File: src/kbi_pkg.sv
package kbi_pkg;

	// ==========================================================
	// widths
	localparam int NUM_PINS = 8;
	localparam int REG_W = 8;
	localparam int DATA_W = 32;
	localparam int ADDR_W = 8;
	localparam int EV_W = 3;

	// ==========================================================
	// register byte addresses on the bus
	localparam logic [ADDR_W-1:0] OFF_STATUS_CONTROL = 8'h00;
	localparam logic [ADDR_W-1:0] OFF_PIN_ENABLE = 8'h04;
	localparam logic [ADDR_W-1:0] OFF_EDGE_SELECT = 8'h08;
	localparam logic [ADDR_W-1:0] OFF_IRQ_STATUS = 8'h0C;
	localparam logic [ADDR_W-1:0] OFF_IRQ_MASK = 8'h10;
	localparam logic [ADDR_W-1:0] OFF_PIN_STATE = 8'h14;

	// ==========================================================
	// status and control field positions
	localparam int BIT_FLAG = 3;
	localparam int BIT_ACK = 2;
	localparam int BIT_IE = 1;
	localparam int BIT_MODE = 0;

	// ==========================================================
	// event status field positions
	localparam int EV_EDGE = 0;
	localparam int EV_FLAG_SET = 1;
	localparam int EV_ACK_HELD = 2;

	// ==========================================================
	// values after reset
	localparam logic [REG_W-1:0] RST_PIN_ENABLE = 8'h00;
	localparam logic [REG_W-1:0] RST_EDGE_SELECT = 8'h00;
	localparam logic [EV_W-1:0] RST_IRQ_STATUS = 3'h0;
	localparam logic [EV_W-1:0] RST_IRQ_MASK = 3'h0;
	localparam logic [NUM_PINS-1:0] RST_SYNC = 8'h00;

	// ==========================================================
	// arming state of the edge detector
	typedef enum logic [1:0]
	{
		DET_IDLE = 2'b01,
		DET_ARMED = 2'b10
	} det_state_t;

endpackage

File: src/pin_sync.sv
`timescale 1ns/100ps

// two flip-flop synchroniser, one chain per pin
module pin_sync
(
	input wire logic pclk,
	input wire logic presetn,
	input wire logic [kbi_pkg::NUM_PINS-1:0] pin_async,
	output logic [kbi_pkg::NUM_PINS-1:0] pin_sync_out
);
	import kbi_pkg::*;

	logic [NUM_PINS-1:0] stage1_r;
	logic [NUM_PINS-1:0] stage2_r;

	genvar i;
	generate
		for (i = 0; i < NUM_PINS; i++)
		begin : g_chain
			always_ff @(posedge pclk or negedge presetn)
			begin
				if (!presetn)
				begin
					stage1_r[i] <= RST_SYNC[i];
					stage2_r[i] <= RST_SYNC[i];
				end
				else
				begin
					stage1_r[i] <= pin_async[i];
					stage2_r[i] <= stage1_r[i];
				end
			end
		end
	endgenerate

	assign pin_sync_out = stage2_r;

endmodule // pin_sync

File: src/key_detect.sv
`timescale 1ns/100ps

// edge and level detection over the synchronised pins
module key_detect
(
	input wire logic pclk,
	input wire logic presetn,
	input wire logic hold_clear,
	input wire logic [kbi_pkg::NUM_PINS-1:0] pin_level,
	input wire logic [kbi_pkg::NUM_PINS-1:0] pin_source_enable,
	input wire logic [kbi_pkg::NUM_PINS-1:0] pin_polarity_select,
	output logic edge_hit,
	output logic any_asserted,
	output logic all_deasserted
);
	import kbi_pkg::*;

	det_state_t state_r;
	det_state_t state_nxt;
	logic [NUM_PINS-1:0] prev_r;
	logic [NUM_PINS-1:0] asserted_now;
	logic [NUM_PINS-1:0] asserted_prev;

	// polarity 0: low is asserted; polarity 1: high is asserted
	assign asserted_now = pin_source_enable & ~(pin_level ^ pin_polarity_select);
	assign asserted_prev = pin_source_enable & ~(prev_r ^ pin_polarity_select);
	assign any_asserted = |asserted_now;
	assign all_deasserted = ~any_asserted;

	// deasserted on one cycle, asserted on the next
	assign edge_hit = (state_r == DET_ARMED) && (|(asserted_now & ~asserted_prev));

	always_ff @(posedge pclk or negedge presetn)
	begin
		if (!presetn)
			prev_r <= RST_SYNC;
		else
			prev_r <= pin_level;
	end

	// rearm only once every enabled pin is back at rest
	always_comb
	begin
		state_nxt = state_r;
		unique case (state_r)
			DET_IDLE:
				if (all_deasserted)
					state_nxt = DET_ARMED;
			DET_ARMED:
				// any enabled pin asserted, by an edge or by a new enable or polarity, disarms
				if (!all_deasserted)
					state_nxt = DET_IDLE;
		endcase
	end

	always_ff @(posedge pclk or negedge presetn)
	begin
		if (!presetn)
			state_r <= DET_IDLE;
		else if (hold_clear)
			state_r <= DET_IDLE;
		else
			state_r <= state_nxt;
	end

endmodule // key_detect

File: src/keyboard_pin_interrupt.sv
`timescale 1ns/100ps

module keyboard_pin_interrupt
(
	input wire logic pclk,
	input wire logic presetn,
	input wire logic psel,
	input wire logic penable,
	input wire logic pwrite,
	input wire logic [kbi_pkg::ADDR_W-1:0] paddr,
	input wire logic [kbi_pkg::DATA_W-1:0] pwdata,
	input wire logic [3:0] pstrb,
	output logic [kbi_pkg::DATA_W-1:0] prdata,
	output logic pready,
	output logic pslverr,
	input wire logic [kbi_pkg::NUM_PINS-1:0] keypad_input_pin,
	input wire logic [kbi_pkg::NUM_PINS-1:0] port_resistor_enable,
	output logic [kbi_pkg::NUM_PINS-1:0] pull_up_select,
	output logic [kbi_pkg::NUM_PINS-1:0] pull_down_select,
	input wire logic stop_deep,
	input wire logic stop_shallow,
	output logic key_irq_request,
	output logic wake_request,
	output logic irq
);
	import kbi_pkg::*;

	// ==========================================================
	// declarations
	logic key_event_flag_r;
	logic key_event_flag_nxt;
	logic key_irq_enable_r;
	logic detect_mode_select_r;
	logic [NUM_PINS-1:0] pin_source_enable_r;
	logic [NUM_PINS-1:0] pin_polarity_select_r;
	logic [EV_W-1:0] irq_status_r;
	logic [EV_W-1:0] irq_status_nxt;
	logic [EV_W-1:0] irq_mask_r;
	logic [EV_W-1:0] events;

	logic [DATA_W-1:0] prdata_r;
	logic [DATA_W-1:0] rd_mux;
	logic pslverr_r;
	logic addr_hit;
	logic setup_phase;
	logic access_phase;
	logic wr_done;
	logic rd_done;

	logic wr_status_control;
	logic wr_pin_enable;
	logic wr_edge_select;
	logic wr_irq_mask;
	logic rd_irq_status;

	logic ack_write;
	logic ack_ok;
	logic flag_set;
	logic [NUM_PINS-1:0] pin_level;
	logic [NUM_PINS-1:0] raw_asserted;
	logic edge_hit;
	logic any_asserted;
	logic all_deasserted;

	// ==========================================================
	// pin synchroniser and detector
	pin_sync u_pin_sync
	(
		.pclk(pclk),
		.presetn(presetn),
		.pin_async(keypad_input_pin),
		.pin_sync_out(pin_level)
	);

	// deep stop drops the arming too, so a wake-up starts unarmed
	key_detect u_key_detect
	(
		.pclk(pclk),
		.presetn(presetn),
		.hold_clear(stop_deep),
		.pin_level(pin_level),
		.pin_source_enable(pin_source_enable_r),
		.pin_polarity_select(pin_polarity_select_r),
		.edge_hit(edge_hit),
		.any_asserted(any_asserted),
		.all_deasserted(all_deasserted)
	);

	// ==========================================================
	// apb decode
	assign setup_phase = psel && !penable;
	assign access_phase = psel && penable;
	assign wr_done = access_phase && pwrite && pstrb[0];
	assign rd_done = access_phase && !pwrite;

	always_comb
	begin
		addr_hit = 1'h0;
		case (paddr)
			OFF_STATUS_CONTROL,
			OFF_PIN_ENABLE,
			OFF_EDGE_SELECT,
			OFF_IRQ_STATUS,
			OFF_IRQ_MASK,
			OFF_PIN_STATE:
				addr_hit = 1'h1;
			default:
				addr_hit = 1'h0;
		endcase
	end

	// one write strobe per writable register and a read strobe for irq status; pin state and unmapped addresses raise none
	always_comb
	begin
		wr_status_control = 1'h0;
		wr_pin_enable = 1'h0;
		wr_edge_select = 1'h0;
		wr_irq_mask = 1'h0;
		rd_irq_status = 1'h0;
		case (paddr)
			OFF_STATUS_CONTROL:
				wr_status_control = wr_done;
			OFF_PIN_ENABLE:
				wr_pin_enable = wr_done;
			OFF_EDGE_SELECT:
				wr_edge_select = wr_done;
			OFF_IRQ_MASK:
				wr_irq_mask = wr_done;
			OFF_IRQ_STATUS:
				rd_irq_status = rd_done;
			default:
				rd_irq_status = 1'h0;
		endcase
	end

	// zero wait states: the access phase always completes
	assign pready = access_phase;
	assign pslverr = access_phase && pslverr_r;
	assign prdata = prdata_r;

	// ==========================================================
	// read mux, sampled in the setup cycle
	always_comb
	begin
		rd_mux = '0;
		case (paddr)
			OFF_STATUS_CONTROL:
			begin
				rd_mux[REG_W-1:BIT_FLAG+1] = '0;
				rd_mux[BIT_FLAG] = key_event_flag_r;
				rd_mux[BIT_ACK] = 1'h0;
				rd_mux[BIT_IE] = key_irq_enable_r;
				rd_mux[BIT_MODE] = detect_mode_select_r;
			end
			OFF_PIN_ENABLE:
				rd_mux[NUM_PINS-1:0] = pin_source_enable_r;
			OFF_EDGE_SELECT:
				rd_mux[NUM_PINS-1:0] = pin_polarity_select_r;
			OFF_IRQ_STATUS:
				rd_mux[EV_W-1:0] = irq_status_r;
			OFF_IRQ_MASK:
				rd_mux[EV_W-1:0] = irq_mask_r;
			OFF_PIN_STATE:
				rd_mux[NUM_PINS-1:0] = pin_level;
			default:
				rd_mux = '0;
		endcase
	end
	// bits 31:8 of status and control stay zero from the default above

	always_ff @(posedge pclk or negedge presetn)
	begin
		if (!presetn)
			prdata_r <= '0;
		else if (setup_phase)
			prdata_r <= pwrite ? '0 : rd_mux;
	end

	// the decode error stands from setup through the access cycle
	always_ff @(posedge pclk or negedge presetn)
	begin
		if (!presetn)
			pslverr_r <= 1'h0;
		else if (setup_phase)
			pslverr_r <= !addr_hit;
	end

	// ==========================================================
	// control bits; deep stop returns them to reset
	always_ff @(posedge pclk or negedge presetn)
	begin
		if (!presetn)
			key_irq_enable_r <= 1'h0;
		else if (stop_deep)
			key_irq_enable_r <= 1'h0;
		else if (wr_status_control)
			key_irq_enable_r <= pwdata[BIT_IE];
	end

	always_ff @(posedge pclk or negedge presetn)
	begin
		if (!presetn)
			detect_mode_select_r <= 1'h0;
		else if (stop_deep)
			detect_mode_select_r <= 1'h0;
		else if (wr_status_control)
			detect_mode_select_r <= pwdata[BIT_MODE];
	end

	always_ff @(posedge pclk or negedge presetn)
	begin
		if (!presetn)
			pin_source_enable_r <= RST_PIN_ENABLE;
		else if (stop_deep)
			pin_source_enable_r <= RST_PIN_ENABLE;
		else if (wr_pin_enable)
			pin_source_enable_r <= pwdata[NUM_PINS-1:0];
	end

	always_ff @(posedge pclk or negedge presetn)
	begin
		if (!presetn)
			pin_polarity_select_r <= RST_EDGE_SELECT;
		else if (stop_deep)
			pin_polarity_select_r <= RST_EDGE_SELECT;
		else if (wr_edge_select)
			pin_polarity_select_r <= pwdata[NUM_PINS-1:0];
	end

	// ==========================================================
	// shared flag
	assign ack_write = wr_status_control && pwdata[BIT_ACK];
	// level mode holds the flag while any enabled pin is asserted
	assign ack_ok = ack_write && (!detect_mode_select_r || all_deasserted);
	// every enabled pin of the eight merges into the one flag
	assign flag_set = edge_hit || (detect_mode_select_r && any_asserted);

	always_comb
	begin
		key_event_flag_nxt = key_event_flag_r;
		if (flag_set)
			key_event_flag_nxt = 1'h1;
		else if (ack_ok)
			key_event_flag_nxt = 1'h0;
	end

	always_ff @(posedge pclk or negedge presetn)
	begin
		if (!presetn)
			key_event_flag_r <= 1'h0;
		else if (stop_deep)
			key_event_flag_r <= 1'h0;
		else
			key_event_flag_r <= key_event_flag_nxt;
	end

	// wait mode needs nothing special: the clock keeps running
	assign key_irq_request = key_event_flag_r && key_irq_enable_r;

	// ==========================================================
	// per-pin pad resistor direction and raw assertion
	genvar p;
	generate
		for (p = 0; p < NUM_PINS; p++)
		begin : g_pin
			// a pin without its resistor gets neither direction
			assign pull_up_select[p] = port_resistor_enable[p]
				&& !pin_polarity_select_r[p];
			assign pull_down_select[p] = port_resistor_enable[p]
				&& pin_polarity_select_r[p];
			// unsynchronised on purpose: pclk may stand still in stop3
			assign raw_asserted[p] = pin_source_enable_r[p]
				&& (keypad_input_pin[p] == pin_polarity_select_r[p]);
		end
	endgenerate

	// ==========================================================
	// stop3 wake request
	assign wake_request = stop_shallow && key_irq_enable_r && (|raw_asserted);

	// ==========================================================
	// sticky events, cleared by reading, set wins over clear
	always_comb
	begin
		events = '0;
		events[EV_EDGE] = edge_hit;
		events[EV_FLAG_SET] = !key_event_flag_r && key_event_flag_nxt;
		events[EV_ACK_HELD] = ack_write && !ack_ok;
	end

	// a read clears only the bits that it returned
	genvar b;
	generate
		for (b = 0; b < EV_W; b++)
		begin : g_event
			assign irq_status_nxt[b] = events[b]
				|| (irq_status_r[b] && !(rd_irq_status && prdata_r[b]));
		end
	endgenerate

	always_ff @(posedge pclk or negedge presetn)
	begin
		if (!presetn)
			irq_status_r <= RST_IRQ_STATUS;
		else if (stop_deep)
			irq_status_r <= RST_IRQ_STATUS;
		else
			irq_status_r <= irq_status_nxt;
	end

	always_ff @(posedge pclk or negedge presetn)
	begin
		if (!presetn)
			irq_mask_r <= RST_IRQ_MASK;
		else if (stop_deep)
			irq_mask_r <= RST_IRQ_MASK;
		else if (wr_irq_mask)
			irq_mask_r <= pwdata[EV_W-1:0];
	end

	assign irq = |(irq_status_r & irq_mask_r);

endmodule // keyboard_pin_interrupt

File: config.mk
export PLATFORM = sky130hd
export DESIGN_NAME = keyboard_pin_interrupt
export DESIGN_NICKNAME = d
export VERILOG_FILES = /design/src/kbi_pkg.sv /design/src/pin_sync.sv /design/src/key_detect.sv /design/src/keyboard_pin_interrupt.sv
export SDC_FILE = /design/constraint.sdc
export NUM_CORES = 1
export LEC_CHECK = 0
export BUFFER_PORTS_ARGS = -buffer_cell sky130_fd_sc_hd__buf_4
export CORE_ASPECT_RATIO = 1.75
export CORE_MARGIN = 2
export CORE_UTILIZATION = 30
export DETAILED_ROUTE_END_ITERATION = 16
export GPL_TIMING_DRIVEN = 0
export PLACE_DENSITY = 0.64
export SLEW_MARGIN = 40
export SYNTH_ARGS = -nofsm -noshare
export SYNTH_HDL_FRONTEND = slang
export SYNTH_SLANG_ARGS = --single-unit
File: constraint.sdc
create_clock -name pclk -period 1.79 [get_ports pclk]
set_input_delay 0.2685 -clock pclk [delete_from_list [all_inputs] [get_ports pclk]]
set_output_delay 0.2685 -clock pclk [all_outputs]
set_load 0.02 [all_outputs]
==> results by group <==
Pwr
  • Sequential share of power: 42.7%
  • Tot Pwr: 3320 uW
  • Clock share of power: 47.2%
  • Power per cell area: 774 nW/um^2
  • Switching Power: 769 uW
  • Comb pwr share: 10.1%
  • Maximum VDD drop: 0.000614 V
  • Switching Share: 23.2%
  • Lkg Pwr: 0.00197 uW
  • Internal power: 2550 uW

Clocking
  • # H-tree levels: 3
  • CTS Buffer Depth: 2
  • Clock tree root buffer cell: clkbuf_16
  • Total CTS buffers: 9
  • Sink Count: 60
  • Skew-Pair Late Insertion Delay: 330 ps
  • CTS tree: done
  • CTS clk-pin slew, worst paths: 50 ps

Min path
  • WHS Path Cells: 1
  • Worst Hold Class: in2reg
  • Worst Hold Launch: keypad_input_pin[6]

Yosys
  • Synth async-reset ratio: 100%
  • Yosys warning count: 0
  • Synth top area share: 47.0%
  • Synth area leaders: dfrtp_1 47%, mux2i_1 7.0%, buf_4 5.7%
  • Library cells used by synthesis: 39
  • Ys flop type: dfrtp_1
  • Largest area contributor in the netlist: dfrtp_1
  • Post-synth EDFFs: 0
  • Sequential area share after synthesis: 47.9%
  • Syn Area/Cell: 10.0 sq um
  • Syn Inst Count: 314
  • Synth Cell Area: 3140 sq um
  • Register bit total from synthesis: 60

Timing
  • Final setup viols: 0
  • Clock Skew: 5.81 ps
  • RSZ-0062 raised after global routing: true
  • Worst Max-Slew Pin Slew: 620 ps
  • Final Hold Fails: 0
  • Final min period: 1770 ps
  • Slew Limit Headroom: 58.7%
  • Fmax: 563 MHz
  • Final period util: 99.1%
  • Max-slew violations: 0
  • Hold WS: 63.6 ps

Floorplan
  • Core Box Area: 10200 sq um
  • Initial core utilization: 30.7%
  • Die area: 11300 sq um
  • Std-Cell Rows: 49
  • Die W: 81.3 um
  • Die height: 139 um
  • Io pins: 120

Drt
  • Routed len/inst: 15.2 um
  • Pre-antenna DRT Iters: 4
  • Routed wire length: 8330 um
  • Drt via density: 4.75
  • Antenna viol nets, final: 0
  • First DRT Iteration DRCs: 122
  • Via Count: 2601
  • Residual DRC: 0

Cells and area
  • Final cell count without fillers: 548
  • Fin util: 41.9%
  • Fillcell total: 1001
  • Final net count: 483
  • Syn-to-layout area delta: 36.5%
  • Ant. Diodes: 0
  • Layout cell share with drive strength beyond 1: 32.8%

Critical path
  • WP data required: 1520 ps
  • WP buf/inv: 1
  • CP peak stage delay: 470 ps
  • CP max FO: 8
  • Flop2flop setup slack: 90 ps
  • Worst path arrival time: 1510 ps
  • Length in cells of the worst reg-to-reg path: 6
  • Worst R2R Start: pin_polarity_select_r[2]
  • CP max stage cell: dfrtp_2
  • Cell family with most CP delay: flip-flops
  • CP startpoint: pin_polarity_select_r[5]
  • Setup crit start kind: register
  • Stages on the worst setup path: 4
  • CP Capture Point: wake_request
  • Critical path class: reg2out
  • RR Endpoint: irq_status_r[1]
  • CP endpoint kind: output port
  • Crit-path cells: xnor2_1 > a22oi_1 > a41oi_2 > buf_4

Global routing
  • Number of global-route vias before repair: 2681
  • Total global routing overflow: 0
  • Initial antenna violation count: 0
  • Global Route Usage Sum: 15.8%
  • Largest net degree at the start of global routing: 61
  • First-pass GRT wire length: 13500 um

Run
  • Max cap viols: 0

Placed design
  • Placed cells: 532
  • Post-DP HPWL: 6370 um
  • Port Buffers: 68
  • GP Congestion: 0.847

Outcome
  • Status: finished clean
-- what timing repair did --
item,4_1_cts,5_1_grt
pin swaps,1,8
buffers inserted,1,6
gates resized for setup,15,11
gates cloned,0,0
hold buffers,0,1
endpoints found under the setup margin,25,15
endpoints found under the hold margin,0,59
-- cells in the mapped netlist (all sizes together) (6+ instances only) --
| cell | number |
|---|---|
| xnor2 | 16 |
| clkbuf | 18 |
| nor2 | 25 |
| nand2 | 26 |
| a21oi | 8 |
| mux2i | 22 |
| nor2b | 10 |
| nand4b | 6 |
| and2 | 10 |
| a22oi | 19 |
| buf | 24 |
| dfrtp | 59 |
| nand3 | 6 |
| o21ai | 12 |
-- registers in the layout, summed over array words and instances, names as in the netlist --
register	flops
detect_mode_select_r	1
irq_mask_r	3
irq_status_r	3
key_event_flag_r	1
key_irq_enable_r	1
pin_polarity_select_r	8
pin_source_enable_r	8
prdata	8
pslverr_r	1
u_key_detect.prev_r	8
u_key_detect.state_r	2
u_pin_sync.pin_sync_out	8
u_pin_sync.stage1_r	8
-- how the worst min path moves through the flow --
stage	to	slack (ps)
6_report	u_pin_sync.stage1_r[6]	60
2_1_floorplan	detect_mode_select_r	-30
3_3_place_gp	u_pin_sync.pin_sync_out[1]	330
5_1_grt	u_pin_sync.stage1_r[6]	60
3_5_place_dp	u_pin_sync.pin_sync_out[1]	330
4_1_cts	u_pin_sync.pin_sync_out[2]	40
-- stage by stage --
stage,TNS [ps],cell area [sq um],setup WS (ps)
after floorplan,-1400,3230,-165
after global placement,-13520,3890,-582
after detailed placement,-14600,3890,-638
after CTS,-72.0,4210,-66.5
after global routing,-180,4290,-50.7
final,0,4290,15.3
-- kinds of logic after synthesis --
| family | after synthesis | share of synthesized area, % |
|---|---|---|
| simple gates | 104 | 17.6 |
| buf+inv | 47 | 8.49 |
| xor+xnor | 17 | 4.74 |
| other cells | 1 | 0.119 |
| mux | 24 | 7.73 |
| flops | 60 | 47.9 |
| compound gates | 61 | 13.4 |
-- cells in the final DEF, fill, tap and decap left out, drive strengths merged, types with 2 or more instances in the layout --
master	n
nand2	26
a22o	5
mux2	2
nor2	25
xnor2	16
a21oi	8
nand4b	6
nor2b	10
inv	5
clkbuf	24
o31ai	5
nand3	6
and3	2
dfrtp	59
conb	24
nand3b	2
o21ai	12
nand2b	5
nor3b	3
nand4	2
a22oi	19
clkinv	2
buf	99
nor3	4
mux2i	22
a311o	2
o22ai	4
and2	10
-- worst reg2reg max path, stage by stage (launching register included) --
cell	delay, ps
dfrtp_2	430
buf_4	160
nand2b_1	130
o22ai_1	150
a22oi_1	140
a311o_1	380
o31ai_1	200
-- power by group through the flow --
stage	Combinational [uW]	Clock (uW)	Sequential, uW
finish	335	1570	1420
global placement	323	0	1440
CTS	330	1600	1420
global route	365	1660	1420
detailed placement	326	0	1440
floorplan	178	0	1430
-- area by class of cell --
cell class / count / area, sq um / area share [%]
clock inverters: 2 / 10.0 / 0.234
clock buffers: 14 / 264 / 6.16
plain buffers: 34 / 221 / 5.17
flip-flops and latches: 60 / 1510 / 35.3
inverters: 5 / 18.8 / 0.438
repair buffers: 76 / 597 / 13.9
well taps: 127 / 159 / 3.71
multi-input cells: 230 / 1500 / 35.1
-- layer usage --
layer  up-vias  wire [um]  GRT usage (%)
met3        10        383           3.31
met1      1247       3130           16.9
li1       1266          -              -
met4         0        191           8.65
met5         -          0              0
met2        78       4630           28.0
Note: power is estimated with default switching activity, not from simulation.
